## config.mk

```make
export PLATFORM = sky130hd
export DESIGN_NAME = iesm_monitor
export DESIGN_NICKNAME = d
export VERILOG_FILES = /design/src/pkg/iesm_pkg.sv /design/src/hw/iesm_sync.sv /design/src/hw/iesm_recur.sv /design/src/hw/iesm_monitor.sv
export SDC_FILE = /design/constraint.sdc
export NUM_CORES = 1
export LEC_CHECK = 0
export BUFFER_PORTS_ARGS = -buffer_cell sky130_fd_sc_hd__buf_2
export CAP_MARGIN = 5
export CORE_MARGIN = 10
export CORE_UTILIZATION = 35
export DETAILED_ROUTE_END_ITERATION = 8
export PLACE_DENSITY_LB_ADDON = 0.05
export SLEW_MARGIN = 20
export SYNTH_ARGS = -nofsm -noshare
export SYNTH_HDL_FRONTEND = slang
export SYNTH_SLANG_ARGS = --single-unit
export TNS_END_PERCENT = 20
```

## constraint.sdc

```tcl
create_clock -name clk_i -period 6.75 [get_ports clk_i]
set_input_delay 0.675 -clock clk_i [delete_from_list [all_inputs] [get_ports clk_i]]
set_output_delay 0.675 -clock clk_i [all_outputs]
set_load 0.03 [all_outputs]
```

## src/pkg/iesm_pkg.sv

```systemverilog
// constants, register map, fault layout and types of the encoder monitor
// assumes a 40 MHz system clock and a 32-bit classic wishbone register bus
package iesm_pkg;

    // clock and timing
    localparam int unsigned CLK_HZ         = 40_000_000;  // system clock rate
    localparam int unsigned FMAX_HZ        = 200_000;     // highest checked rate
    localparam int unsigned FMAX_HC_HZ     = 100_000;     // high-current limit
    localparam int unsigned PER_MIN_CYC    = (CLK_HZ + FMAX_HZ - 1) / FMAX_HZ;
    localparam int unsigned PER_MIN_HC_CYC = (CLK_HZ + FMAX_HC_HZ - 1)
                                             / FMAX_HC_HZ;
    localparam int unsigned SETTLE_NS      = 500;         // driver settle time
    localparam int unsigned SETTLE_CYC     = (SETTLE_NS * (CLK_HZ / 1_000_000)
                                             + 999) / 1000;
    localparam int unsigned REG_TICK_NS    = 10_000;      // light loop step
    localparam int unsigned REG_TICK_CYC   = (REG_TICK_NS
                                             * (CLK_HZ / 1_000_000)) / 1000;
    localparam int unsigned RECUR_WIN_MS   = 1000;        // recurrence window
    localparam int unsigned RECUR_WIN_CYC  = RECUR_WIN_MS * (CLK_HZ / 1000);
    localparam int unsigned PER_W          = 12;          // period counter bits

    // register byte addresses
    localparam logic [7:0] ADR_CTRL   = 8'h00;  // output type select
    localparam logic [7:0] ADR_RES    = 8'h04;  // counts per revolution
    localparam logic [7:0] ADR_FAULT  = 8'h08;  // fault flags, write 0 acks
    localparam logic [7:0] ADR_IRQST  = 8'h0c;  // sticky events, read clears
    localparam logic [7:0] ADR_IRQMSK = 8'h10;  // interrupt mask
    localparam logic [7:0] ADR_STATUS = 8'h14;  // encoded status, read only
    localparam logic [7:0] ADR_COUNT  = 8'h18;  // live count since index
    localparam logic [7:0] ADR_QTHR   = 8'h1c;  // scanning quality threshold
    localparam logic [7:0] ADR_SETP   = 8'h20;  // light level setpoint
    localparam logic [7:0] ADR_LED    = 8'h24;  // light current, read only

    // fault bit positions
    localparam int unsigned F_TRANS  = 0;
    localparam int unsigned F_RES    = 1;
    localparam int unsigned F_MISS   = 2;
    localparam int unsigned F_OUTAB  = 3;
    localparam int unsigned F_OUTIDX = 4;
    localparam int unsigned F_RSRV   = 5;
    localparam int unsigned F_LFAIL  = 6;
    localparam int unsigned F_LOWSIG = 7;
    localparam int unsigned F_SYS    = 8;
    localparam int unsigned F_QUAL   = 9;
    localparam int unsigned NFAULT   = 10;

    // reset values
    localparam logic [15:0] RES_RST  = 16'h0400;
    localparam logic [7:0]  QTHR_RST = 8'h0a;   // ten percent quality
    localparam logic [7:0]  SETP_RST = 8'h80;
    localparam logic [9:0]  LED_MAX  = 10'h3ff;
    localparam logic [9:0]  LED_RSRV = 10'h3c0; // reserve nearly used up

    // overall encoder status
    typedef enum logic [2:0] {
        ST_NORMAL   = 3'h0,
        ST_WARNING  = 3'h1,
        ST_SERIOUS  = 3'h2,
        ST_CRITICAL = 3'h3,
        ST_UPDATING = 3'h4
    } iesm_status_type;

endpackage : iesm_pkg

```

## src/hw/iesm_sync.sv

```systemverilog
// two-flop synchroniser for a group of independent pin levels
// assumes each bit is a slow level; bits are not coherent with each other
`timescale 1ns/1ps
module iesm_sync #(
    parameter int unsigned W = 1
) (
    input  wire logic         clk_i,
    input  wire logic         rst_i,
    input  wire logic [W-1:0] d_i,
    output logic      [W-1:0] q_o
);
    import iesm_pkg::*;

    typedef struct packed {
        logic [W-1:0] s1;  // first stage, read by second stage only
        logic [W-1:0] s2;  // second stage, safe to use
    } iesm_sync_type;

    iesm_sync_type s_r;
    iesm_sync_type s_nxt;

    // shift the pins through both stages
    always_comb begin
        s_nxt    = s_r;
        s_nxt.s1 = d_i;
        s_nxt.s2 = s_r.s1;
    end

    // state register
    always_ff @(posedge clk_i) begin
        if (rst_i) begin
            s_r <= '0;
        end else begin
            s_r <= s_nxt;
        end
    end

    assign q_o = s_r.s2;

endmodule : iesm_sync

```

## src/hw/iesm_recur.sv

```systemverilog
// recurrence grader: turns repeated fault events into a severity level
// assumes event_i is a one-cycle pulse on the system clock
`timescale 1ns/1ps
module iesm_recur #(
    parameter int unsigned WIN_CYC = iesm_pkg::RECUR_WIN_CYC
) (
    input  wire logic       clk_i,
    input  wire logic       rst_i,
    input  wire logic       event_i,
    output logic      [1:0] level_o
);
    import iesm_pkg::*;

    typedef struct packed {
        logic [1:0]  cnt;  // 0 none, 1 orange, 2 flashing red, 3 steady red
        logic [31:0] win;  // quiet time since the last event or step down
    } iesm_recur_type;

    iesm_recur_type s_r;
    iesm_recur_type s_nxt;

    // each event raises the grade up to steady red; a quiet window lowers it by one step
    always_comb begin
        s_nxt = s_r;
        if (event_i) begin
            if (s_r.cnt != 2'h3) begin
                s_nxt.cnt = s_r.cnt + 2'h1;
            end
            s_nxt.win = '0;
        end else if (s_r.cnt != 2'h0) begin
            if (s_r.win >= WIN_CYC - 1) begin
                s_nxt.cnt = s_r.cnt - 2'h1;
                s_nxt.win = '0;
            end else begin
                s_nxt.win = s_r.win + 32'h1;
            end
        end
    end

    // state register
    always_ff @(posedge clk_i) begin
        if (rst_i) begin
            s_r <= '0;
        end else begin
            s_r <= s_nxt;
        end
    end

    assign level_o = s_r.cnt;

endmodule : iesm_recur

```

## src/hw/iesm_monitor.sv

```systemverilog
// incremental encoder signal monitor: quadrature, index, output and optics
// assumes pins are asynchronous, adc values are on clk_i, wishbone classic
// Functional notes
// - illegal phase state change raises transition alarm
// - index-to-index count must equal resolution or zero
// - count reaching twice resolution means index missing
// - first step after index fixes counting direction
// - reverse to zero without index alarms at once
// - phase outputs checked against internal, within rate
// - index output checked against internal, within rate
// - output faults only warn, never touch counting
// - counting faults graded orange to steady red
// - regulate light current, alarm on low reserve
// - light source failure gives steady red alarm
// - low optical signal gives flashing red alarm
// - own failure flashes red, status unreliable
// - quality at threshold raises manufacturer alarm
// - acknowledged optical alarms return while condition persists
// - status encoded normal..updating as zero..four
// - active flag reads one, writing zero acknowledges
//
// Decided for this implementation: the register offsets and the Wishbone slave port.
`timescale 1ns/1ps
module iesm_monitor #(
    parameter int unsigned RES_W   = 16,                     // resolution bits
    parameter int unsigned WIN_CYC = iesm_pkg::RECUR_WIN_CYC // recur window
) (
    input  wire logic                     clk_i,
    input  wire logic                     rst_i,
    // wishbone classic slave
    input  wire logic                     wb_cyc_i,
    input  wire logic                     wb_stb_i,
    input  wire logic                     wb_we_i,
    input  wire logic [7:0]               wb_adr_i,
    input  wire logic [3:0]               wb_sel_i,
    input  wire logic [31:0]              wb_dat_i,
    output logic      [31:0]              wb_dat_o,
    output logic                          wb_ack_o,
    // scanner and cable readback pins, asynchronous
    input  wire logic                     phase_a_channel_i,
    input  wire logic                     phase_b_channel_i,
    input  wire logic                     index_i,
    input  wire logic                     out_a_fb_i,
    input  wire logic                     out_b_fb_i,
    input  wire logic                     out_idx_fb_i,
    input  wire logic                     led_open_i,
    input  wire logic                     signal_low_i,
    input  wire logic                     diag_fail_i,
    // adc values and update flag on clk_i
    input  wire logic [7:0]               photo_level_i,
    input  wire logic [7:0]               scan_quality_i,
    input  wire logic                     updating_i,
    // outputs
    output logic      [9:0]               led_current_o,
    output iesm_pkg::iesm_status_type     status_o,
    output logic                          irq_o
);
    import iesm_pkg::*;

    localparam int unsigned CNT_W = RES_W + 2;  // room for twice resolution

    typedef struct packed {
        logic [1:0]        prev_ab;   // last sampled phase state
        logic              idx_d;     // last sampled index
        logic              seen_idx;  // an index has passed since reset
        logic [CNT_W-1:0]  count;     // signed count since last index
        logic              dir_ok;    // direction already fixed
        logic              dir_up;    // direction of first step
        logic [PER_W-1:0]  per_cnt;   // cycles since last phase a rise
        logic [PER_W-1:0]  last_per;  // last full phase a period
        logic [7:0]        mm_ab;     // phase mismatch duration
        logic [7:0]        mm_idx;    // index mismatch duration
        logic [8:0]        tick;      // light loop divider
        logic [9:0]        led_cur;   // light source drive
        logic              ctrl_hc;   // high-current push-pull output fitted
        logic [RES_W-1:0]  res;       // counts per revolution
        logic [7:0]        qthr;      // quality threshold
        logic [7:0]        setp;      // light setpoint
        logic [NFAULT-1:0] fault;     // acknowledgeable fault flags
        logic [NFAULT-1:0] irq_st;    // sticky interrupt events
        logic [NFAULT-1:0] irq_mask;  // interrupt enables
        logic              ack;       // bus acknowledge
        logic [31:0]       rdat;      // bus read data
        logic [2:0]        status;    // encoded encoder status
    } iesm_mon_type;

    iesm_mon_type      s_r;
    iesm_mon_type      s_nxt;
    logic [8:0]        pins_s;    // synchronised pins
    logic [2:0]        ev;        // counting fault events for grading
    logic [1:0]        lvl [3];   // recurrence grades
    logic [CNT_W-1:0]  step_cnt;  // count after a step
    logic [CNT_W-1:0]  pos;       // count seen in the first direction
    logic [CNT_W-1:0]  cnt_abs;   // magnitude of count
    logic [NFAULT-1:0] fs;        // fault conditions this cycle
    logic [NFAULT-1:0] clr;       // acknowledge mask from software
    logic [31:0]       wmask;     // byte-lane write mask
    logic [31:0]       wval;      // merged write value
    logic [31:0]       old;       // present value of written register
    logic [1:0]        ab;        // phase state now
    logic [1:0]        chg;       // phase bits that changed
    logic              up;        // step direction
    logic              idx_rise;  // index leading edge
    logic              in_range;  // pulse rate within checkable range
    logic [PER_W-1:0]  per_lim;   // shortest checkable period
    logic              acc;       // bus cycle completing this edge
    logic [1:0]        lv;        // worst severity

    // pins enter through two flops before anything reads them
    iesm_sync #(
        .W (9)
    ) u_sync (
        .clk_i (clk_i),
        .rst_i (rst_i),
        .d_i   ({diag_fail_i, signal_low_i, led_open_i, out_idx_fb_i,
                 out_b_fb_i, out_a_fb_i, index_i, phase_b_channel_i,
                 phase_a_channel_i}),
        .q_o   (pins_s)
    );

    // one grader per counting fault
    genvar g;
    generate
        for (g = 0; g < 3; g++) begin : g_recur
            iesm_recur #(
                .WIN_CYC (WIN_CYC)
            ) u_recur (
                .clk_i   (clk_i),
                .rst_i   (rst_i),
                .event_i (ev[g]),
                .level_o (lvl[g])
            );
        end
    endgenerate

    // whole monitor: counting, checks, light loop, registers, status
    always_comb begin
        s_nxt    = s_r;
        fs       = '0;
        clr      = '0;
        ev       = '0;
        ab       = {pins_s[0], pins_s[1]};
        chg      = ab ^ s_r.prev_ab;
        up       = s_r.prev_ab[1] ^ pins_s[1];
        idx_rise = pins_s[2] & ~s_r.idx_d;
        step_cnt = s_r.count;
        pos      = '0;
        cnt_abs  = s_r.count[CNT_W-1] ? CNT_W'(-s_r.count) : s_r.count;
        s_nxt.prev_ab = ab;
        s_nxt.idx_d   = pins_s[2];

        // both bits moving at once skips a state
        ev[0] = &chg;

        // index closes a revolution; its count is checked then cleared
        if (idx_rise) begin
            ev[1] = s_r.seen_idx && (cnt_abs != {2'b00, s_r.res})
                    && (s_r.count != '0);
            s_nxt.count    = '0;
            s_nxt.dir_ok   = 1'b0;
            s_nxt.seen_idx = 1'b1;
        end else if (^chg) begin
            // a legal step moves the count one place
            step_cnt = up ? CNT_W'(s_r.count + 1'b1)
                          : CNT_W'(s_r.count - 1'b1);
            s_nxt.count = step_cnt;
            if (!s_r.dir_ok) begin
                s_nxt.dir_ok = 1'b1;
                s_nxt.dir_up = up;
            end
            pos = (s_r.dir_ok ? s_r.dir_up : up) ? step_cnt
                                                 : CNT_W'(-step_cnt);
            if ($signed(pos) >= $signed({1'b0, s_r.res, 1'b0})) begin
                ev[2] = 1'b1;
            end else if (s_r.dir_ok && (up != s_r.dir_up)
                         && (pos == '0) && !pins_s[2]) begin
                ev[2] = 1'b1;
            end
            // restart the search so the alarm is not repeated each step
            if (ev[2]) begin
                s_nxt.count  = '0;
                s_nxt.dir_ok = 1'b0;
            end
        end
        fs[F_TRANS] = ev[0];
        fs[F_RES]   = ev[1];
        fs[F_MISS]  = ev[2];

        // pulse rate from the phase a period; standstill counts as in range
        if (pins_s[0] && !s_r.prev_ab[1]) begin
            s_nxt.last_per = s_r.per_cnt;
            s_nxt.per_cnt  = '0;
        end else if (s_r.per_cnt != '1) begin
            s_nxt.per_cnt = s_r.per_cnt + 1'b1;
        end
        if (s_r.per_cnt == '1) begin
            s_nxt.last_per = '1;
        end
        per_lim  = s_r.ctrl_hc ? PER_W'(PER_MIN_HC_CYC)
                               : PER_W'(PER_MIN_CYC);
        in_range = s_r.last_per >= per_lim;

        // a mismatch must outlast the driver delay before it counts
        if ((pins_s[0] != pins_s[3]) || (pins_s[1] != pins_s[4])) begin
            if (s_r.mm_ab != 8'hff) begin
                s_nxt.mm_ab = s_r.mm_ab + 8'h01;
            end
        end else begin
            s_nxt.mm_ab = 8'h00;
        end
        if (pins_s[2] != pins_s[5]) begin
            if (s_r.mm_idx != 8'hff) begin
                s_nxt.mm_idx = s_r.mm_idx + 8'h01;
            end
        end else begin
            s_nxt.mm_idx = 8'h00;
        end
        // output faults only flag; counting above never looks at them
        fs[F_OUTAB]  = in_range && (s_r.mm_ab >= 8'(SETTLE_CYC));
        fs[F_OUTIDX] = in_range && (s_r.mm_idx >= 8'(SETTLE_CYC));

        // slow light loop: one current step per tick towards the setpoint
        if (s_r.tick >= 9'(REG_TICK_CYC - 1)) begin
            s_nxt.tick = 9'h000;
            if ((photo_level_i < s_r.setp) && (s_r.led_cur != LED_MAX)) begin
                s_nxt.led_cur = s_r.led_cur + 10'h001;
            end else if ((photo_level_i > s_r.setp)
                         && (s_r.led_cur != 10'h000)) begin
                s_nxt.led_cur = s_r.led_cur - 10'h001;
            end
        end else begin
            s_nxt.tick = s_r.tick + 9'h001;
        end

        // level conditions re-set their flag every cycle they persist
        fs[F_RSRV]   = s_r.led_cur >= LED_RSRV;
        fs[F_LFAIL]  = pins_s[6] || ((s_r.led_cur == LED_MAX)
                       && (photo_level_i == 8'h00));
        fs[F_LOWSIG] = pins_s[7];
        fs[F_SYS]    = pins_s[8];
        fs[F_QUAL]   = scan_quality_i <= s_r.qthr;

        // bus: a cycle completes at the edge where ack is already high
        acc         = wb_cyc_i && wb_stb_i && s_r.ack;
        s_nxt.ack   = wb_cyc_i && wb_stb_i && !s_r.ack;
        wmask       = {{8{wb_sel_i[3]}}, {8{wb_sel_i[2]}},
                       {8{wb_sel_i[1]}}, {8{wb_sel_i[0]}}};
        case (wb_adr_i)
            ADR_CTRL:   old = {31'h0, s_r.ctrl_hc};
            ADR_RES:    old = 32'(s_r.res);
            ADR_IRQMSK: old = 32'(s_r.irq_mask);
            ADR_QTHR:   old = {24'h0, s_r.qthr};
            ADR_SETP:   old = {24'h0, s_r.setp};
            default:    old = 32'h0;
        endcase
        wval = (old & ~wmask) | (wb_dat_i & wmask);
        if (acc && wb_we_i) begin
            case (wb_adr_i)
                ADR_CTRL:   s_nxt.ctrl_hc  = wval[0];
                ADR_RES:    s_nxt.res      = wval[RES_W-1:0];
                ADR_FAULT:  clr = wmask[NFAULT-1:0]
                                  & ~wb_dat_i[NFAULT-1:0];
                ADR_IRQMSK: s_nxt.irq_mask = wval[NFAULT-1:0];
                ADR_QTHR:   s_nxt.qthr     = wval[7:0];
                ADR_SETP:   s_nxt.setp     = wval[7:0];
                default:    ;
            endcase
        end

        // flags: a new condition wins over a clear in the same cycle
        s_nxt.fault = (s_r.fault & ~clr) | fs;
        s_nxt.irq_st = s_r.irq_st;
        if (acc && !wb_we_i && (wb_adr_i == ADR_IRQST)) begin
            s_nxt.irq_st = '0;
        end
        s_nxt.irq_st = s_nxt.irq_st | (fs & ~s_r.fault);

        // read data is latched with ack and held for the whole answer
        if (s_nxt.ack) begin
            case (wb_adr_i)
                ADR_CTRL:   s_nxt.rdat = {31'h0, s_r.ctrl_hc};
                ADR_RES:    s_nxt.rdat = 32'(s_r.res);
                ADR_FAULT:  s_nxt.rdat = 32'(s_r.fault);
                ADR_IRQST:  s_nxt.rdat = 32'(s_r.irq_st);
                ADR_IRQMSK: s_nxt.rdat = 32'(s_r.irq_mask);
                ADR_STATUS: s_nxt.rdat = {28'h0, s_r.fault[F_SYS],
                                          s_r.status};
                ADR_COUNT:  s_nxt.rdat = {{(32-CNT_W){s_r.count[CNT_W-1]}},
                                          s_r.count};
                ADR_QTHR:   s_nxt.rdat = {24'h0, s_r.qthr};
                ADR_SETP:   s_nxt.rdat = {24'h0, s_r.setp};
                ADR_LED:    s_nxt.rdat = {22'h0, s_r.led_cur};
                default:    s_nxt.rdat = 32'h0;
            endcase
        end

        // worst severity over all active flags
        lv = 2'h0;
        if (s_r.fault[F_TRANS] && (lvl[0] > lv)) begin
            lv = lvl[0];
        end
        if (s_r.fault[F_RES] && (lvl[1] > lv)) begin
            lv = lvl[1];
        end
        if (s_r.fault[F_MISS] && (lvl[2] > lv)) begin
            lv = lvl[2];
        end
        // a flag whose grader has decayed, or that has no grader, still warns
        if ((|s_r.fault[F_MISS:F_TRANS] || s_r.fault[F_OUTAB]
             || s_r.fault[F_OUTIDX] || s_r.fault[F_QUAL])
            && (lv < 2'h1)) begin
            lv = 2'h1;
        end
        if ((s_r.fault[F_RSRV] || s_r.fault[F_LOWSIG] || s_r.fault[F_SYS])
            && (lv < 2'h2)) begin
            lv = 2'h2;
        end
        if (s_r.fault[F_LFAIL]) begin
            lv = 2'h3;
        end
        s_nxt.status = updating_i ? ST_UPDATING : {1'b0, lv};
    end

    // state register; rest values make every output defined from reset
    always_ff @(posedge clk_i) begin
        if (rst_i) begin
            s_r          <= '0;
            s_r.prev_ab  <= 2'h0;
            s_r.last_per <= '1;
            s_r.res      <= RES_W'(RES_RST);
            s_r.qthr     <= QTHR_RST;
            s_r.setp     <= SETP_RST;
        end else begin
            s_r <= s_nxt;
        end
    end

    assign wb_ack_o      = s_r.ack;
    assign wb_dat_o      = s_r.rdat;
    assign led_current_o = s_r.led_cur;
    assign status_o      = iesm_status_type'(s_r.status);
    assign irq_o         = |(s_r.irq_st & s_r.irq_mask);

endmodule : iesm_monitor

```

Word-level counts from Yosys, hierarchy flattened
Cells that the tools add are included.

Flip-flop bits (word level): 302. Input port bits: 75. Output and inout port bits: 47. Word-level logic and storage cells: 228.

Add/subtract/negate cells: 19. $lt $le $gt $ge: 17. Equal/unequal tests: 26. Muxes and demuxes: 42. Bitwise logic cells: 21. Reductions and logical operators: 72.

Operator list (count): $pmux W32 S10 (1); $mux W34 (6); $add A32 B1 Y32 const B (3); $ge A32 B26 Y1 const B (3); $mux W32 (3); $pmux W16 S5 (1); $mux W18 (3); $mux W10 (5); $and A10 B10 Y10 (4); $neg A18 Y18 (2); $and A16 B16 Y16 (2); $eq A8 B5 Y1 const B (4); $not A10 Y10 (3); $mux W2 (12); $logic_and A1 B1 Y1 (22); $or A10 B10 Y10 (2); $reduce_bool A2 Y1 (10); $reduce_or A2 Y1 (10); $mux W19 (1); $add A18 B1 Y18 const B (1); $ge A18 B18 Y1 (1); $logic_not A18 Y1 (1); $ne A18 B16 Y1 (1); $reduce_bool A18 Y1 (1); 47 further kinds (95).

Logic depth before layout (Yosys ltp)
Gate-level depths: netlist of the first run.

Depth after elaboration: 17. Depth in mapped cells: 25. Gate-level depth less buffers: 20.

Modules after synthesis
Synthesis of the first run repeated with hierarchy kept, for this count alone.

Cell total of the unflattened synthesis: 2051. Area, all modules: 16614.7 sq um.

Modules (own cells, without submodules): iesm_monitor (times used 1, cells each 1447, area each 10968.0 sq um, sequential area each 3363.2 sq um); iesm_recur (times used 3, cells each 189, area each 1719.1 sq um, sequential area each 680.7 sq um); iesm_sync (times used 1, cells each 37, area each 489.2 sq um, sequential area each 360.3 sq um).

Worst setup path before layout of the first run
Ideal clock, no wire load.

Path kind: register to register. Start point: register u_sync.s_r (netlist bit u_sync.q_o[1]). End point: register g_recur[2].u_recur.s_r[10] in the netlist's numbering. Library setup time: 0.089 ns. Data arrival time: 5.058 ns. Required time: 6.661 ns. Slack: 1.603 ns. Cell stages (with the launch flop): 25. Buffers on the path: 5. Period minus slack after synthesis: 5.147 ns. Cells stage by stage: dfxtp_1 buf_2 xnor2_2 buf_2 xnor2_1 ha_1 clkbuf_1 nand3_1 mux2i_1 xnor2_2 o221ai_1 or4_1 and2_1 xor2_1 ha_1 and4_1 o21ai_0 a21oi_1 o31ai_1 a21oi_1 o21a_1 a22o_2 buf_6 buf_6 nor4_2.

Longest elaborated chain between the ends: 14. Elaborated cells on any way between the ends: 20. Those cells by class: add/sub: 1; order compare: 1; eq/ne: 1; mux: 9; bitwise: 2; reduce/logical: 6.

Ends and longest elaborated chain: start, declared (line iesm_sync.sv:19) `iesm_sync_type s_r;`; start signal, assigned (line iesm_sync.sv:34) `s_r <= s_nxt;`; parallel branches: the longest is 11 deep, another holds $neg A18 Y18; $mux W1 * (line iesm_monitor.sv:162) `end else if (^chg) begin`; $mux W1 * (line iesm_monitor.sv:156) `if (idx_rise) begin`; $reduce_or A2 Y1 (no source line) *; end signal, assigned (line iesm_recur.sv:45) `s_r <= s_nxt;`; end, declared (line iesm_recur.sv:19) `iesm_recur_type s_r;`.

Mark *: on every way between the ends. The select of a mux whose other input is x is not followed. A chain may end at the register's enable or synchronous reset.

Final worst setup path of the first run
Start point: register u_sync.s_r (netlist bit u_sync.q_o[1]). End point: register g_recur[2].u_recur.s_r[22] in the netlist's numbering.

Same word-level chain as after synthesis.

==> results of run 1 <==
==> sequential cells by signal, summed over array words and instances (netlist names) <==
| register | cells |
|---|---|
| u_sync.q_o | 9 |
| wb_dat_o | 18 |
| led_current_o | 10 |
| status_o | 3 |
| s_r | 136 |
| g_recur.u_recur.level_o | 6 |
| u_sync.s_nxt | 9 |
| g_recur.u_recur.s_r | 96 |
| wb_ack_o | 1 |
==> synthesized netlist by cell type, drive strengths merged (32+ instances only) <==
library cell and instances:
nor4 47, nand2 202, xnor2 88, and3 38, inv 78, dfxtp 288
a22oi 33, nand4 32, nand3 90, clkbuf 79, xor2 88, a31oi 43
nor3 41, buf 63, a21oi 125, o21ai 48, nor2b 48, nor2 268
ha 73
==> cell type report <==
cell class,instances,area (um2),share of cell area
multi-input cells,1518,9570,0.521
flip-flops and latches,288,5770,0.314
clock buffers,57,1150,0.0628
well taps,607,759,0.0414
repair buffers,127,714,0.0389
inverters,78,293,0.0159
clock inverters,10,101,0.00552
==> per-layer routing <==
layer  vias to the layer above  wire length (um)  part of all wire  global-route usage
met5                         -                44           0.00092                   0
met4                         6              1020             0.021              0.0475
met3                        69              2830             0.059              0.0374
met2                       289             21200              0.44               0.261
met1                      6531             22800              0.48               0.223
li1                       7108                 -                 -                   -
==> metrics by stage <==
step	hold WS, ns	instance area [um2]	setup WS (ns)	total power, uW	cells
finish	0.331	18400	1.06	5600	2685
global route	0.323	18400	0.678	5940	2685
detailed placement	0.429	17100	1.08	3610	2618
CTS	0.297	18400	1.04	5670	2685
global placement	0.431	17100	1.09	3610	2617
floorplan	0.414	16400	1.60	3170	2026
==> how the worst max path moves through the flow <==
stage | end | slack [ns]
after floorplan | g_recur[2].u_recur.s_r[10]$_SDFFE_PP0P_ | 1.60
after global placement | g_recur[2].u_recur.s_r[22]$_SDFFE_PP0P_ | 1.09
after detailed placement | g_recur[2].u_recur.s_r[22]$_SDFFE_PP0P_ | 1.08
after CTS | g_recur[2].u_recur.s_r[22]$_SDFFE_PP0P_ | 1.04
after global routing | g_recur[2].u_recur.s_r[22]$_SDFFE_PP0P_ | 0.68
final | g_recur[2].u_recur.s_r[22]$_SDFFE_PP0P_ | 1.06
==> worst max-delay path, delay by kind of cell (launching register included) <==
kind | cells | cell delay [ns]
buffers and inverters | 1 | 0.27
adder cells (fa/ha/maj) | 2 | 0.54
multiplexers | 1 | 0.32
flip-flops | 1 | 0.50
AO/OA/AOI/OAI | 7 | 1.59
XOR/XNOR | 4 | 0.65
AND/OR/NAND/NOR | 6 | 1.76
==> power by group through the flow <==
stage | clock (uW) | sequential, uW | combinational (uW)
5_1_grt | 2150 | 1890 | 1900
3_5_place_dp | 0 | 1910 | 1700
4_1_cts | 2080 | 1870 | 1710
6_report | 2010 | 1880 | 1710
3_3_place_gp | 0 | 1910 | 1700
2_1_floorplan | 0 | 1820 | 1350
==> logic make-up (layout without fill, tap and decap cells) <==
kind of cell	count (synthesis)	count (layout)	share of synthesized area
simple gates	871	871	0.268
compound gates	367	367	0.144
flops	288	288	0.353
buf+inv	220	272	0.0636
xor+xnor	176	176	0.0961
fa+ha+maj	74	74	0.0571
mux	30	30	0.0186
==> impl_metrics.tcl, run 1 <==
set metrics [dict create \
    seq_area_frac_synth 0.353 \
    wl_per_instance_um 17.8 \
    maximum_number_of_pins_on_one_net_before_global_route_repair 82 \
    clk_transition_reported_paths_ns 0.06 \
    post_cts_resized 0 \
    final_core_util 0.396 \
    netlist_top_cells_area "sky130_fd_sc_hd__dfxtp_1, sky130_fd_sc_hd__nor2_1, sky130_fd_sc_hd__ha_1" \
    post-cts-setup-buffer-count 0 \
    synth_edf_count 0 \
    initial_utilization 0.353 \
    grt_setup_unrepaired "no" \
    clock_tree.root_cell "sky130_fd_sc_hd__clkbuf_16" \
    clock-skew-final_ns 0.0278 \
    timing.final.max_slew_violations 0 \
    timing.rr.end "g_recur[2].u_recur.s_r[22]$_SDFFE_PP0P_" \
    setup.worst_path.start_class "flop" \
    cts_htree_levels 2 \
    timing.rr.start "u_sync.q_o[1]$_SDFF_PP0_" \
    result_of_the_run "completed" \
    hold-path-cell-count 2 \
    worst_pin_slew_ns 0.960 \
    detailedRoute.firstIterationViolations 954 \
    global_route.overflow_total 0 \
    diodes 0 \
    critical_path.max_fanout 20 \
    synth_flop_cell "sky130_fd_sc_hd__dfxtp_1" \
    tritoncts "yes" \
    core-area_um2 46400 \
    cap_violations 0 \
    synthToLayoutAreaGrowth_pct 12.3 \
    timing.fmax_ghz 0.176 \
    wl_mm 47.8 \
    drc 0 \
    power.combinational.fraction 0.305 \
    max_slew_margin 0.359 \
    netSwitchingFraction 0.349 \
    worstSetupStartpoint "u_sync.q_o[1]$_SDFF_PP0_" \
    die_area_um2 55800 \
    min-delay-path-class "primary input to flop" \
    antenna_found_initial 3 \
    timing.reg2reg.worst_path_depth 21 \
    chipWidth_um 236 \
    criticalPathCategory "flop to flop" \
    setup_total_negative_slack_ns 0 \
    yosysTopAreaCellShare 0.353 \
    synth_nets 2175 \
    synthesis.area_um2 16400 \
    grt_pass1_vias 13600 \
    site_rows 79 \
    via_count 14000 \
    drtAntennaViolNets 0 \
    post_synth.cell_area_avg_um2 8.07 \
    mostFrequentLayoutCell "sky130_fd_sc_hd__dfxtp_1" \
    power.net_switching_uw 1950 \
    final_critical_path_share_of_the_clock_period 0.842 \
    cts_buffer_depth 3 \
    count_of_mapped_cells_out_of_synthesis 2026 \
    clock_period_minus_final_worst_setup_slack_ns 5.69 \
    timing.critical_path.arrival_ns 6.18 \
    place_hpwl_mm 35.0 \
    cts.sink_count 288 \
    hold_buffers 0 \
    crit_path_end_kind "flop" \
    register_share_of_total_power 0.335 \
    reg2reg_slack_ns 1.06 \
    ir_worst_vdd_mv 0.237 \
    report.final.hold_viol_count 0 \
    post_drt_via_cell_ratio 5.22 \
    synth_top_cell_by_area "sky130_fd_sc_hd__dfxtp_1" \
    power.share.clock 0.360 \
    total_track_usage 0.166 \
    power.internal_uw 3640 \
    die_height_um 236 \
    timing.hold.worst_endpoint "status_o[0]$_SDFF_PP0_" \
    gpl.final_weighted_congestion 0.827 \
    drive_above_1_share 0.118 \
    place.port_buffers 103 \
    worst_path_required_time_ns 7.24 \
    wire_length_of_the_first_global_routing_pass_mm 76.0 \
    setup_viol 0 \
    layout.filler_cells 4783 \
    async_reset_ff_frac 0 \
    cts_buffers 37 \
    delay_of_the_slowest_cell_on_the_worst_path_ns 0.62 \
    hp-start "updating_i" \
    cp_cell_sequence "xnor2_2 > xnor2_1 > ha_1 > or4_1 > mux2i_1 > xnor2_2 > o221ai_1 > or4_1 > and2_1 > xor2_1 > ha_1 > and4_1 > o21ai_0 > a21oi_1 > o31ai_1 > a21oi_1 > o21a_1 > a22o_2 > buf_4 > nor3_1 > and2_1" \
    finish.net_count 2199 \
    top_ports 122 \
    mostFrequentLayoutCells "sky130_fd_sc_hd__dfxtp_1, sky130_fd_sc_hd__nor2_1, sky130_fd_sc_hd__nand2_1" \
    critPathSlowestCell "sky130_fd_sc_hd__or4_1" \
    power.density_nw_per_um2 305 \
    number_of_synthesis_warnings 0 \
    synth_seq_cells 288 \
    synth_cell_type_count 75 \
    firstDrtPassIters 5 \
    leakage_uw 0.00692 \
    worstSkewPairLatency_ns 0.56 \
]
Power figures use the tool's default switching activity.
==> run 2: changes to the inputs <==
clock period = 5.6 ns   (was 6.75 ns; I/O delays follow)
==> impl_metrics.tcl, run 2 (synthesis gave the netlist of run 1 again) <==
set metrics [dict create \
    total_power_uw 6810 \
    fin_worst_hold_slack_ns 0.208 \
    timing.reg2reg.worst_path_depth 20 \
    ir_worst_vdd_mv 0.252 \
    clock_period_minus_final_worst_setup_slack_ns 5.34 \
    synthToLayoutAreaGrowth_pct 13.0 \
    die_area_um2 55800 \
    crit_path_end_kind "flop" \
    initial_utilization 0.353 \
    timing.critical_path.arrival_ns 5.80 \
    dp_slack_ns 0.111 \
    timing.rr.start "s_r[181]$_SDFF_PP0_" \
    mostFrequentLayoutCell "sky130_fd_sc_hd__dfxtp_1" \
    tritoncts "yes" \
    reg2reg_slack_ns 0.26 \
    die_height_um 236 \
    place_hpwl_mm 35.5 \
    power.density_nw_per_um2 369 \
    setup_total_negative_slack_ns 0 \
    cap_violations 0 \
    criticalPathCategory "flop to flop" \
    finish.net_count 2216 \
    top_ports 122 \
    drtAntennaViolNets 0 \
    grt_setup_unrepaired "no" \
    chipWidth_um 236 \
    drive_above_1_share 0.124 \
    grt_pass1_vias 13800 \
    clk_transition_reported_paths_ns 0.06 \
    post_drt_via_cell_ratio 5.24 \
    report.final.hold_viol_count 0 \
    result_of_the_run "completed" \
    detailedRoute.firstIterationViolations 895 \
    maximum_number_of_pins_on_one_net_before_global_route_repair 83 \
    clock_tree.root_cell "sky130_fd_sc_hd__clkbuf_16" \
    flip_flop_count_of_the_largest_register_after_layout 136 \
    timing.hold.worst_endpoint "status_o[1]$_SDFF_PP0_" \
    hp-start "updating_i" \
    cts_htree_levels 2 \
    worst_path_required_time_ns 6.06 \
    critical_path.max_fanout 13 \
    hold-path-cell-count 2 \
    drc 0 \
    antenna_found_initial 4 \
    via_count 14100 \
    gpl.final_weighted_congestion 0.852 \
    dp.cells 2635 \
    timing.final.max_slew_violations 0 \
    timing.rr.end "g_recur[2].u_recur.s_r[8]$_SDFFE_PP0P_" \
    wl_mm 48.4 \
    layout.filler_cells 4770 \
    post-cts-setup-buffer-count 0 \
    total_track_usage 0.169 \
    global_route.overflow_total 0 \
    cts.sink_count 288 \
    wl_per_instance_um 17.9 \
    timing.fmax_ghz 0.187 \
    worstSetupStartpoint "s_r[181]$_SDFF_PP0_" \
    stdcell_count 2700 \
    cts_buffer_depth 3 \
    firstDrtPassIters 5 \
    leakage_uw 0.00699 \
    final_critical_path_share_of_the_clock_period 0.954 \
    max_slew_margin 0.305 \
    min-delay-path-class "primary input to flop" \
    site_rows 79 \
    setup_viol 0 \
    wire_length_of_the_first_global_routing_pass_mm 77.6 \
    clock-skew-final_ns 0.0203 \
    setup.worst_path.start_class "flop" \
    cts_buffers 37 \
    mostFrequentLayoutCells "sky130_fd_sc_hd__dfxtp_1, sky130_fd_sc_hd__nor2_1, sky130_fd_sc_hd__nand2_1" \
    core-area_um2 46400 \
    place.port_buffers 103 \
    finalWorstSetupSlack_ns 0.260 \
    diodes 0 \
    worstSkewPairLatency_ns 0.56 \
    top_register "s_r" \
    worst_pin_slew_ns 1.04 \
]
==> run 2: metrics by stage <==
| step | util | area (um2) |
|---|---|---|
| 4_1_cts | 0.398 | 18500 |
| 3_5_place_dp | 0.372 | 17200 |
| 2_1_floorplan | - | 16400 |
| 3_3_place_gp | 0.371 | 17200 |
| 6_report | 0.399 | 18500 |
| 5_1_grt | 0.399 | 18500 |
==> run 2: worst max path at each step <==
stage	end	slack, ns
5_1_grt	g_recur[2].u_recur.s_r[7]$_SDFFE_PP0P_	0.03
6_report	g_recur[2].u_recur.s_r[8]$_SDFFE_PP0P_	0.26
4_1_cts	g_recur[2].u_recur.s_r[15]$_SDFFE_PP0P_	0.07
3_5_place_dp	g_recur[2].u_recur.s_r[8]$_SDFFE_PP0P_	0.11
3_3_place_gp	g_recur[2].u_recur.s_r[16]$_SDFFE_PP0P_	0.27
2_1_floorplan	g_recur[2].u_recur.s_r[10]$_SDFFE_PP0P_	0.45
==> run 2: where the power goes <==
group          leakage (uW)  total [uW]  switching (uW)  internal [uW]
logic               0.00407        2210            1330            883
clock network      0.000597        2370             973           1400
registers           0.00233        2230             113           2110
==> run 2: timing repair <==
| item | in CTS | in global routing |
|---|---|---|
| hold buffers | 0 | 0 |
| resized for setup | 0 | 4 |
| setup endpoints to repair | 0 | 30 |
==> run 2: layout make-up <==
cell class              instances  area (um2)  share of cell area
multi-input cells            1518        9590               0.519
flip-flops and latches        288        5770               0.312
clock buffers                  54        1080              0.0584
repair buffers                144         862              0.0466
well taps                     607         759              0.0411
inverters                      78         293              0.0158
clock inverters                11         138             0.00745
==> run 2: metal layers <==
layer | share of wire | vias up | GRT usage | wire length [um]
met1 | 0.48 | 6623 | 0.226 | 23000
met4 | 0.020 | 8 | 0.0467 | 973
li1 | - | 7139 | - | -
met5 | 0.0011 | - | 0 | 55
met3 | 0.059 | 68 | 0.0403 | 2880
met2 | 0.44 | 302 | 0.266 | 21500
==> run 2: worst max-delay path, stage by stage, from the launching register on <==
cell	delay, ns
sky130_fd_sc_hd__dfxtp_1	0.43
sky130_fd_sc_hd__xnor2_2	0.17
sky130_fd_sc_hd__xnor2_1	0.09
sky130_fd_sc_hd__ha_1	0.24
sky130_fd_sc_hd__or4_1	0.49
sky130_fd_sc_hd__mux2i_2	0.27
sky130_fd_sc_hd__xnor2_2	0.16
sky130_fd_sc_hd__o221ai_1	0.18
sky130_fd_sc_hd__or4_1	0.58
sky130_fd_sc_hd__and2_1	0.21
sky130_fd_sc_hd__xor2_1	0.20
sky130_fd_sc_hd__ha_1	0.28
sky130_fd_sc_hd__and4_1	0.19
sky130_fd_sc_hd__o21ai_0	0.12
sky130_fd_sc_hd__a21oi_1	0.13
sky130_fd_sc_hd__o31ai_1	0.33
sky130_fd_sc_hd__a21oi_1	0.11
sky130_fd_sc_hd__o21a_1	0.21
sky130_fd_sc_hd__a22o_4	0.35
sky130_fd_sc_hd__buf_4	0.24
sky130_fd_sc_hd__nor4_2	0.24
==> run 3: changes to the inputs <==
CORE_ASPECT_RATIO = 0.7   (was unset)
PLACE_DENSITY_LB_ADDON = 0.1   (was 0.05)
==> impl_metrics.tcl, run 3 (synthesis gave the netlist of run 1 again) <==
set metrics [dict create \
    wl_mm 49.7 \
    tritoncts "yes" \
    flip_flop_count_of_the_largest_register_after_layout 136 \
    min-delay-path-class "primary input to flop" \
    result_of_the_run "completed" \
    use_met1 0.258 \
    maximum_number_of_pins_on_one_net_before_global_route_repair 65 \
    criticalPathCategory "flop to flop" \
    globalRouteMet2Util 0.246 \
    max_slew_margin 0.321 \
    leakage_uw 0.00693 \
    final_critical_path_share_of_the_clock_period 0.928 \
    worst_pin_slew_ns 1.01 \
    drive_above_1_share 0.120 \
    grt_pass1_vias 13600 \
    place_area_um2 17200 \
    gpl.final_weighted_congestion 0.895 \
    antenna_found_initial 1 \
    mostFrequentLayoutCells "sky130_fd_sc_hd__dfxtp_1, sky130_fd_sc_hd__nor2_1, sky130_fd_sc_hd__nand2_1" \
    setup_total_negative_slack_ns 0 \
    cap_violations 0 \
    drc 0 \
    timing.critical_path.arrival_ns 5.63 \
    mostFrequentLayoutCell "sky130_fd_sc_hd__dfxtp_1" \
    critical_path.max_fanout 11 \
    die_height_um 201 \
    wl_per_instance_um 18.4 \
    power.density_nw_per_um2 366 \
    crit_path_end_kind "flop" \
    groute.layer.met3.usage 0.0391 \
    post-cts-setup-buffer-count 0 \
    site_rows 66 \
    drtAntennaViolNets 0 \
    clk_transition_reported_paths_ns 0.06 \
    clock_tree.root_cell "sky130_fd_sc_hd__clkbuf_16" \
    top_ports 122 \
    core-area_um2 46300 \
    timing.fmax_ghz 0.192 \
    top_register "s_r" \
    global_route.overflow_total 0 \
    cts_htree_levels 2 \
    post_cts_resized 0 \
    initial_utilization 0.353 \
    clock_period_minus_final_worst_setup_slack_ns 5.20 \
    cts_buffer_depth 3 \
    cts_buffers 34 \
    synthToLayoutAreaGrowth_pct 12.3 \
    firstDrtPassIters 7 \
    setup_viol 0 \
    clock-skew-final_ns 0.0130 \
    place_hpwl_mm 36.9 \
    die_area_um2 55900 \
    via_count 14200 \
    ir_worst_vdd_mv 0.210 \
    top_usage_layer_grt "met1" \
    cts.sink_count 288 \
    grt_setup_unrepaired "no" \
    detailedRoute.firstIterationViolations 1092 \
    finish.instance_area_um2 18400 \
    total_track_usage 0.174 \
    stdcell_count 2695 \
    fin_worst_hold_slack_ns 0.239 \
    timing.final.max_slew_violations 0 \
    finish.net_count 2212 \
    worstSkewPairLatency_ns 0.53 \
    diodes 0 \
    hold_buffers 0 \
    chipWidth_um 278 \
    worst_path_required_time_ns 6.04 \
    post_drt_via_cell_ratio 5.28 \
    setup.worst_path.start_class "flop" \
    wire_length_of_the_first_global_routing_pass_mm 79.0 \
    report.final.hold_viol_count 0 \
    place.port_buffers 103 \
    dp.cells 2638 \
]
==> run 3: routing by layer <==
metal  routed length [um]  up-vias
met5                    0        -
met4                 1030        0
met3                 3660       66
met2                19900      365
met1                25100     6679
li1                     -     7117
==> run 3: cell type report <==
type                       count  area [um2]
multi-input combinational   1518        9570
fill                        4797       28000
sequential                   288        5770
tap                          612         766
clock inverter                 5        72.6
inverter                      78         293
timing repair buffer         143         855
clock buffer                  51        1050
==> run 3: worst paths after layout <==
path | startpoint | endpoint | slack [ns] | cells past startpoint
max | s_r[181]$_SDFF_PP0_ | g_recur[2].u_recur.s_r[21]$_SDFFE_PP0P_ | 0.40 | 20
min | updating_i | status_o[1]$_SDFF_PP0_ | 0.24 | 2
max reg2reg | s_r[181]$_SDFF_PP0_ | g_recur[2].u_recur.s_r[21]$_SDFFE_PP0P_ | 0.40 | 20
min reg2reg | u_sync.s_nxt[2]$_SDFF_PP0_ | u_sync.q_o[2]$_SDFF_PP0_ | 0.44 | 1
==> run 3: worst max-delay path, stage by stage (launching register included) <==
cell,delay (ns)
sky130_fd_sc_hd__dfxtp_1,0.43
sky130_fd_sc_hd__xnor2_2,0.11
sky130_fd_sc_hd__xnor2_1,0.13
sky130_fd_sc_hd__ha_1,0.22
sky130_fd_sc_hd__or4_1,0.43
sky130_fd_sc_hd__mux2i_1,0.31
sky130_fd_sc_hd__xnor2_2,0.18
sky130_fd_sc_hd__o221ai_1,0.16
sky130_fd_sc_hd__or4_1,0.55
sky130_fd_sc_hd__and2_1,0.20
sky130_fd_sc_hd__xor2_1,0.25
sky130_fd_sc_hd__ha_1,0.30
sky130_fd_sc_hd__and4_1,0.18
sky130_fd_sc_hd__o21ai_0,0.09
sky130_fd_sc_hd__a21oi_1,0.11
sky130_fd_sc_hd__o31ai_1,0.23
sky130_fd_sc_hd__a21oi_1,0.12
sky130_fd_sc_hd__o21a_1,0.19
sky130_fd_sc_hd__a22o_2,0.40
sky130_fd_sc_hd__buf_4,0.26
sky130_fd_sc_hd__nor4_2,0.25
==> run 3: power by group <==
part           switching [uW]  internal, uW
registers                 111          2110
clock network             919          1340
logic                    1350           883
total                    2380          4340
==> run 3: per-stage QoR <==
| step | setup WS [ns] | utilization | power [uW] |
|---|---|---|---|
| 5_1_grt | 0.0838 | 0.396 | 7140 |
| 6_report | 0.402 | 0.396 | 6720 |
| 3_5_place_dp | 0.458 | 0.372 | 4470 |
| 3_3_place_gp | 0.478 | 0.372 | 4470 |
| 4_1_cts | 0.437 | 0.396 | 6750 |
| 2_1_floorplan | 0.453 | - | 3820 |
